$ cat src/rtl/chopper_cfg.svh
// timing constants for the constant off-time current chopper
// assumes a single block clock; all counts derive from its period
`ifndef CHOPPER_CFG_SVH
`define CHOPPER_CFG_SVH

// block clock period in ns (10 MHz)
`define CHOP_CLK_NS 100
// cross-conduction gap, ns
`define CHOP_DEADTIME_NS 1000
// comparator mask interval after switch-on, ns
`define CHOP_BLANK_NS 1000
// minimum on time, ns
`define CHOP_MINON_NS 2500
// least times round up to whole cycles
`define CHOP_DT_CYC ((`CHOP_DEADTIME_NS + `CHOP_CLK_NS - 1) / `CHOP_CLK_NS)
`define CHOP_BLANK_CYC ((`CHOP_BLANK_NS + `CHOP_CLK_NS - 1) / `CHOP_CLK_NS)
`define CHOP_MINON_CYC ((`CHOP_MINON_NS + `CHOP_CLK_NS - 1) / `CHOP_CLK_NS)
// supported off period span, ns (kept by the configuring party)
`define CHOP_OFF_MIN_NS 6600
`define CHOP_OFF_MAX_NS 6000000
`define CHOP_OFF_DEF_CYC ((`CHOP_OFF_MIN_NS + `CHOP_CLK_NS - 1) / `CHOP_CLK_NS)

`endif

$ cat src/rtl/chopper_pkg.sv
// types shared by the chopper and its leg selector
// assumes nothing beyond the timing header
package chopper_pkg;
   // one bit per bridge leg
   typedef logic [2:0] leg_t;
   // bridge sequencing states
   typedef enum logic [2:0]
   {
      ST_IDLE = 3'b000,
      ST_GAP = 3'b001,
      ST_ON = 3'b010,
      ST_DEAD_OFF = 3'b011,
      ST_RECIRC = 3'b100,
      ST_DEAD_ON = 3'b101
   } state_t;
endpackage

$ cat src/rtl/leg_select.sv
// leg selector: turns the hall code and direction into a source and a sink leg
// assumes inputs already synchronised to clk
`timescale 1ns/10ps
`default_nettype none
module leg_select
(
   // clock and reset
   input wire logic clk,
   input wire logic rst,
   // position and direction
   input wire logic [2:0] hall_code,
   input wire logic direction_select,
   // chosen legs, one-hot
   output chopper_pkg::leg_t src_leg,
   output chopper_pkg::leg_t sink_leg
);
   import chopper_pkg::*;

   leg_t next_src_leg;
   leg_t next_sink_leg;
   leg_t fwd_src;
   leg_t fwd_sink;

   ////////////////////////////////////////////////////////////////
   // one output configuration per hall code, swapped for reverse
   always_comb
   begin
      unique case (hall_code) // RULE14
         3'h4:
         begin
            fwd_src = 3'h1;
            fwd_sink = 3'h4;
         end
         3'h6:
         begin
            fwd_src = 3'h2;
            fwd_sink = 3'h4;
         end
         3'h2, 3'h7:
         begin
            fwd_src = 3'h2;
            fwd_sink = 3'h1;
         end
         3'h3:
         begin
            fwd_src = 3'h4;
            fwd_sink = 3'h1;
         end
         3'h1:
         begin
            fwd_src = 3'h4;
            fwd_sink = 3'h2;
         end
         3'h5, 3'h0:
         begin
            fwd_src = 3'h1;
            fwd_sink = 3'h2;
         end
      endcase
      next_src_leg = direction_select ? fwd_src : fwd_sink;
      next_sink_leg = direction_select ? fwd_sink : fwd_src;
   end

   // register the selection
   always_ff @(posedge clk or posedge rst)
   begin
      if (rst)
      begin
         src_leg <= 3'h0;
         sink_leg <= 3'h0;
      end
      else
      begin
         src_leg <= next_src_leg;
         sink_leg <= next_sink_leg;
      end
   end
endmodule
`default_nettype wire

$ cat src/rtl/current_chopper.sv
// constant off-time current chopper for a three-phase half-bridge stage
// assumes pin inputs are asynchronous; off_time_cycles is static config on clk
`timescale 1ns/10ps
`default_nettype none
`include "chopper_cfg.svh"

// Summary of operation
// RULE1 - gap between switches of one leg
// RULE2 - sense over limit starts off period
// RULE3 - off period recirculates through upper half
// RULE4 - monostable expiry restores conducting legs
// RULE5 - off period is monostable plus gap
// RULE6 - comparator masked after each switch-on
// RULE7 - minimum on time before next off
// RULE8 - configurer keeps off time in span
// RULE9 - short on time still operates safely
// RULE10 - two legs active, third fully off
// RULE11 - off period starts with low side off
// RULE12 - upper rectifier on after one gap
// RULE13 - rectifier off, low side after gap
// RULE14 - legs chosen from hall decoder
// RULE15 - enable low holds all switches off
// RULE16 - timings are clock cycle counters
module current_chopper
#(
   parameter int OFF_W = 16
)
(
   // clock and reset
   input wire logic clk,
   input wire logic rst,
   // pins from outside
   input wire logic enable,
   input wire logic current_limit,
   input wire logic hall_input_1,
   input wire logic hall_input_2,
   input wire logic hall_input_3,
   input wire logic direction_select,
   // monostable period, in clk cycles; off period adds one gap
   input wire logic [OFF_W-1:0] off_time_cycles,
   // gate commands, one bit per leg
   output logic [2:0] high_gate,
   output logic [2:0] low_gate
);
   import chopper_pkg::*;

   localparam logic [7:0] DT_CYC = 8'(`CHOP_DT_CYC);
   localparam logic [7:0] BLANK_CYC = 8'(`CHOP_BLANK_CYC);
   localparam logic [7:0] MINON_CYC = 8'(`CHOP_MINON_CYC);

   logic [5:0] sync1;
   logic [5:0] sync2;
   logic en_s;
   logic sense_s;
   leg_t src_leg;
   leg_t sink_leg;
   leg_t act_src;
   leg_t act_sink;
   leg_t next_act_src;
   leg_t next_act_sink;
   state_t state;
   state_t next_state;
   logic [7:0] cnt;
   logic [7:0] next_cnt;
   logic [OFF_W-1:0] mono_cnt;
   logic [OFF_W-1:0] next_mono_cnt;
   logic [2:0] next_high_gate;
   logic [2:0] next_low_gate;
   logic legs_moved;
   logic mono_done;
   logic trig_ok;

   // larger of two counts
   function automatic logic [7:0] max8(input logic [7:0] a, input logic [7:0] b);
      max8 = (a > b) ? a : b;
   endfunction

   ////////////////////////////////////////////////////////////////
   // two-flop synchronisers for all pin inputs
   always_ff @(posedge clk or posedge rst)
   begin
      if (rst)
      begin
         sync1 <= 6'h00;
         sync2 <= 6'h00;
      end
      else
      begin
         sync1 <= {enable, current_limit, hall_input_1, hall_input_2, hall_input_3, direction_select};
         sync2 <= sync1;
      end
   end

   assign en_s = sync2[5];
   assign sense_s = sync2[4];

   // hall decode into source and sink legs
   leg_select u_leg_select
   (
      .clk(clk),
      .rst(rst),
      .hall_code(sync2[3:1]),
      .direction_select(sync2[0]),
      .src_leg(src_leg),
      .sink_leg(sink_leg)
   );

   ////////////////////////////////////////////////////////////////
   // sequencer: next state, counters and gate pattern
   assign legs_moved = (src_leg != act_src) || (sink_leg != act_sink);
   assign mono_done = (mono_cnt[OFF_W-1:1] == '0); // RULE5 last monostable cycle, so off = mono plus one gap
   // mask interval and minimum on time both gate the comparator
   assign trig_ok = (cnt >= max8(BLANK_CYC, MINON_CYC)); // RULE6 RULE7

   always_comb
   begin
      next_state = state;
      next_cnt = cnt;
      next_act_src = act_src;
      next_act_sink = act_sink;
      // monostable runs down from its trigger, independent of the gap
      next_mono_cnt = mono_done ? mono_cnt : mono_cnt - 1'b1; // RULE16
      if (!en_s)
      begin
         next_state = ST_IDLE; // RULE15
         next_cnt = 8'h00;
      end
      else if (legs_moved || state == ST_IDLE)
      begin
         // commutation: everything off for one gap, then new legs
         next_act_src = src_leg; // RULE14
         next_act_sink = sink_leg;
         next_state = ST_GAP; // RULE1
         next_cnt = 8'h00;
      end
      else
      begin
         unique case (state)
            ST_IDLE, ST_GAP:
            begin
               next_cnt = cnt + 8'h01;
               if (cnt == DT_CYC - 8'h01)
               begin
                  next_state = ST_ON;
                  next_cnt = 8'h00;
               end
            end
            ST_ON:
            begin
               if (cnt != 8'hFF)
                  next_cnt = cnt + 8'h01;
               if (sense_s && trig_ok)
               begin
                  next_state = ST_DEAD_OFF; // RULE2 RULE11
                  next_cnt = 8'h00;
                  next_mono_cnt = off_time_cycles; // RULE8
               end
            end
            ST_DEAD_OFF:
            begin
               next_cnt = cnt + 8'h01;
               if (cnt == DT_CYC - 8'h01)
               begin
                  // an already expired monostable skips straight to the closing gap
                  next_state = mono_done ? ST_DEAD_ON : ST_RECIRC; // RULE12 RULE9
                  next_cnt = 8'h00;
               end
            end
            ST_RECIRC:
            begin
               if (mono_done)
               begin
                  next_state = ST_DEAD_ON; // RULE4 RULE13
                  next_cnt = 8'h00;
               end
            end
            ST_DEAD_ON:
            begin
               next_cnt = cnt + 8'h01;
               if (cnt == DT_CYC - 8'h01)
               begin
                  // gap after expiry makes off period monostable plus gap
                  next_state = ST_ON; // RULE5 RULE13
                  next_cnt = 8'h00;
               end
            end
            default:
            begin
               next_state = ST_IDLE;
               next_cnt = 8'h00;
            end
         endcase
      end
      // gate pattern follows the next state; unused leg stays off
      next_high_gate = 3'h0; // RULE10
      next_low_gate = 3'h0;
      unique case (next_state)
         ST_ON:
         begin
            next_high_gate = next_act_src;
            next_low_gate = next_act_sink;
         end
         ST_DEAD_OFF, ST_DEAD_ON:
            next_high_gate = next_act_src; // RULE11
         ST_RECIRC:
            next_high_gate = next_act_src | next_act_sink; // RULE3 RULE12
         default:
         begin
            next_high_gate = 3'h0;
            next_low_gate = 3'h0;
         end
      endcase
   end

   // sequencer registers
   always_ff @(posedge clk or posedge rst)
   begin
      if (rst)
      begin
         state <= ST_IDLE;
         cnt <= 8'h00;
         mono_cnt <= '0;
         act_src <= 3'h0;
         act_sink <= 3'h0;
         high_gate <= 3'h0;
         low_gate <= 3'h0;
      end
      else
      begin
         state <= next_state;
         cnt <= next_cnt;
         mono_cnt <= next_mono_cnt;
         act_src <= next_act_src;
         act_sink <= next_act_sink;
         high_gate <= next_high_gate;
         low_gate <= next_low_gate;
      end
   end

   ////////////////////////////////////////////////////////////////
   // checks on the gate sequencing
   no_shoot_thru_a: assert property (@(posedge clk) disable iff (rst) // RULE1
      (high_gate & low_gate) == 3'h0)
      else $error("both switches of one leg on");

   one_leg_idle_a: assert property (@(posedge clk) disable iff (rst) // RULE10
      $countones(high_gate | low_gate) <= 2)
      else $error("more than two legs active");

   low_off_gap_a: assert property (@(posedge clk) disable iff (rst) // RULE13
      (state == ST_DEAD_ON) && (cnt == DT_CYC - 8'h01) && en_s && !legs_moved
      |=> (state == ST_ON) && (low_gate == act_sink))
      else $error("low side not back on after gap");

   rectifier_gap_a: assert property (@(posedge clk) disable iff (rst) // RULE12
      (state == ST_RECIRC) && ($past(state) == ST_DEAD_OFF) |-> $past(cnt) == DT_CYC - 8'h01)
      else $error("rectifier switched on before one gap");

   blank_mask_a: assert property (@(posedge clk) disable iff (rst) // RULE6
      (state == ST_ON) && (cnt < BLANK_CYC) |=> state != ST_DEAD_OFF)
      else $error("comparator honoured during mask");

   min_on_a: assert property (@(posedge clk) disable iff (rst) // RULE7
      $rose(state == ST_DEAD_OFF) |-> $past(cnt) >= MINON_CYC)
      else $error("off period before minimum on time");

   trigger_off_a: assert property (@(posedge clk) disable iff (rst) // RULE2
      (state == ST_ON) && sense_s && trig_ok && en_s && !legs_moved
      |=> (state == ST_DEAD_OFF) && (low_gate == 3'h0) && (high_gate == act_src))
      else $error("over-limit did not end on time");

   recirc_pattern_a: assert property (@(posedge clk) disable iff (rst) // RULE3
      state == ST_RECIRC |-> (high_gate == (act_src | act_sink)) && (low_gate == 3'h0))
      else $error("wrong recirculation pattern");

   on_pattern_a: assert property (@(posedge clk) disable iff (rst) // RULE4
      state == ST_ON |-> (high_gate == act_src) && (low_gate == act_sink))
      else $error("wrong conducting pattern");

   enable_off_a: assert property (@(posedge clk) disable iff (rst) // RULE15
      !en_s |=> (high_gate == 3'h0) && (low_gate == 3'h0))
      else $error("switch on while disabled");

   // main scenarios
   chop_cycle_c: cover property (@(posedge clk) disable iff (rst)
      (state == ST_RECIRC) ##1 (state == ST_DEAD_ON) ##10 (state == ST_ON));
   short_off_c: cover property (@(posedge clk) disable iff (rst)
      (state == ST_DEAD_OFF) ##1 (state == ST_DEAD_ON));
   commutate_c: cover property (@(posedge clk) disable iff (rst)
      (state == ST_ON) ##1 (state == ST_GAP));
endmodule
`default_nettype wire

$ cat config.mk
export PLATFORM = sky130hd
export DESIGN_NAME = current_chopper
export DESIGN_NICKNAME = d
export VERILOG_FILES = /design/src/rtl/chopper_pkg.sv /design/src/rtl/leg_select.sv /design/src/rtl/current_chopper.sv
export VERILOG_INCLUDE_DIRS = /design/src /design/src/rtl
export SDC_FILE = /design/constraint.sdc
export NUM_CORES = 1
export LEC_CHECK = 0
export BUFFER_PORTS_ARGS = -buffer_cell sky130_fd_sc_hd__clkbuf_2
export CORE_UTILIZATION = 35
export DETAILED_ROUTE_END_ITERATION = 7
export HOLD_SLACK_MARGIN = 0.1
export PLACE_DENSITY_LB_ADDON = 0.25
export SLEW_MARGIN = 5
export SYNTH_ARGS = -nofsm -noshare
export SYNTH_HDL_FRONTEND = slang
export SYNTH_SLANG_ARGS = --single-unit
$ cat constraint.sdc
create_clock -name clk -period 3 [get_ports clk]
set_input_delay 0.6 -clock clk [delete_from_list [all_inputs] [get_ports clk]]
set_output_delay 0.6 -clock clk [all_outputs]
set_load 0.1 [all_outputs]
==> results.cfg <==
[clock_network]
clock-root-buffer = clkbuf_8
path_clk_slew_ns = 0.07
cts_resized = 0
htreeDepth = 3
post_cts_buffers = 0
ctsHoldBuffers = 0
numCtsBuffers = 9
cts_tree = yes
clk_latency_ns = 0.33
clock_path_buffers = 2
clock-sinks = 57

[place]
hpwl_um = 3537
port_buffers = 29
place_congestion = 0.7792

[routing]
drt_iter0_drc = 130
vias = 1954
finalWirelength_um = 4981
vias_per_cell = 4.778
post-route-drc-count = 0
final_antenna_net_count = 0
wl_per_cell_um = 12.18
first_pass_iters = 4

[global_routing]
grt_use_total_pct = 13.74
grt_pass1_vias = 1959
grt_first_pass_wirelength_um = 8880
grt_antenna_before_repair = 0
grt_max_degree = 58
grt_remaining_overflow = 0

[critical_path]
cp_data_arrival_time_ns = 2.72
ff2ff_path_depth = 6
r2r_start = state[1]
critPathKind = reg2reg
cp.required_ns = 3.27
rrSetupSlack_ns = 0.55
setup.worst_path.end_class = flip-flop
path_max_fanout = 12
worst_setup_path_start_kind = flip-flop
endpoint = cnt[2]
crit_start = state[1]
reg2reg_to = cnt[2]

[synth]
synthArstFlopShare_pct = 100.0
yosysMostFrequentCell = dfrtp_1
ys_seq_area_share_pct = 52.56
postSynthCellCount = 270
synth_seq_cells = 57
avgSynthCellArea_um2 = 10.05
syn-num-nets = 298
yosysTopAreaCellShare_pct = 52.56
synth_top_area_cell = dfrtp_1
ys.flop_type = dfrtp_1
synth_edf_count = 0
yosys-top-cells-area = dfrtp_1 53%, nand2_1 5.1%, o21ai_0 4.1%, mux2_2 2.9%, xor2_1 2.9%
synthDistinctLibCells = 48
synth.top_cells.by_count = 57 x dfrtp_1, 37 x nand2_1, 22 x o21ai_0
synth_warnings = 0
syn_area_um2 = 2714

[die]
core_um2 = 7370
die_w_um = 90.06
start_util_pct = 36.83
dieArea_um2 = 8110
row_count = 31
io_pins = 30
fp.dieH_um = 90.06

[finish]
syn_to_final_growth_pct = 17.29
nNetsFinal = 333
insertedDiodeCount = 0
drive_above_1_share_pct = 20.32

[timing]
timing.fmax_mhz = 408.4
finalCritPeriodShare_pct = 81.63
tightest_slew_ns = 0.6848
holdWs_ns = 0.3497
skew_ns = 0.008868
period_needed_ns = 2.449
rsz0062_at_grt = false
timing_hold_violations_final = 0
final_max_slew_viol_count = 0
setup_viol = 0
fin_setup_tns_ns = 0
slew_headroom_pct = 54.35

[power_and_ir_drop]
peakVddDrop_uv = 265.6
leakagePower_nw = 1.357
cellPowerDensity_nw_per_um2 = 512.1

[min_path]
hp-class = reg2reg

[run]
maxCapViolations = 0

[outcome]
status = completed
[placed cells by master, fill, tap and decap left out, drive strengths merged, types with 4 or more instances in the layout]
cell / instances
o21ai: 24
and2: 6
nor3: 9
buf: 5
ha: 4
nand2: 37
nor2: 14
dfrtp: 57
xor2: 9
a21oi: 5
clkbuf: 39
nand3: 11
a22o: 4
xnor2: 7
nor3b: 6
inv: 15
o31ai: 4
nand2b: 5
mux2: 7
[cell type report]
type | instances | area (um2)
clock inverter | 6 | 72.57
timing repair buffer | 34 | 182.7
multi-input combinational | 191 | 1195
tap | 99 | 123.9
fill | 736 | 4187
clock buffer | 10 | 137.6
inverter | 12 | 45.04
sequential | 57 | 1426
[registers in the layout (all words and copies together), names as in the netlist]
name                   count
mono_cnt                  16
cnt                        8
sync1                      6
sync2                      6
act_sink                   3
act_src                    3
high_gate                  3
low_gate                   3
state                      3
u_leg_select.sink_leg      3
u_leg_select.src_leg       3
[where the power goes]
group	internal, W	switching [W]
registers	0.000794	0.0000212
logic	0.0000364	0.0000382
clock network	0.000416	0.000325
total	0.00125	0.000385
[through the flow]
stage                     util, %  worst slack [ns]  area (um2)  total power [W]  std cells
after floorplan                 -            0.7664        2714        0.0008759        270
after global placement      40.34            0.6261        2973        0.0009052        393
after detailed placement    40.34            0.5773        2973        0.0009070        393
after CTS                   43.19            0.5511        3183         0.001658        409
after global routing        43.19            0.3248        3183         0.001709        409
final                       43.19            0.5512        3183         0.001630        409
[worst min path at each step]
stage                     start        to  slack (ns)  depth (start not counted)
2_1_floorplan          sync1[0]  sync2[0]        0.33                          0
3_3_place_gp           sync1[0]  sync2[0]        0.33                          0
3_5_place_dp           sync1[2]  sync2[2]        0.33                          0
4_1_cts            hall_input_3  sync1[1]        0.35                          1
5_1_grt        direction_select  sync1[0]        0.34                          1
6_report               sync1[3]  sync2[3]        0.35                          0
[layer usage]
layer	track usage [%]	routed length, um	share of wire [%]	vias to the layer above
met2	20.29	2133	43	32
met5	0	0	0	-
met4	6.048	95	1.9	0
met3	4.315	185	3.7	9
met1	18.45	2566	52	907
li1	-	-	-	1006
[cells by family (layout without fill, tap and decap cells)]
kind of cell	count (synthesis)	count (layout)	share of synthesized area (%)
AND/OR/NAND/NOR	115	115	22.45
flip-flops	57	57	52.56
adder cells (fa/ha/maj)	5	5	2.213
buffers and inverters	22	62	3.411
multiplexers	8	8	3.274
XOR/XNOR	16	16	5.164
AO/OA/AOI/OAI	47	47	10.93
[worst max-delay path, stage by stage, from the launching register on]
cell,delay (ns)
dfrtp_1,0.53
nor3_1,0.10
or4_1,0.48
or4_1,0.53
and3b_1,0.43
and4bb_1,0.24
a21o_1,0.08
No activity file was read; power rests on OpenSTA's default activity.
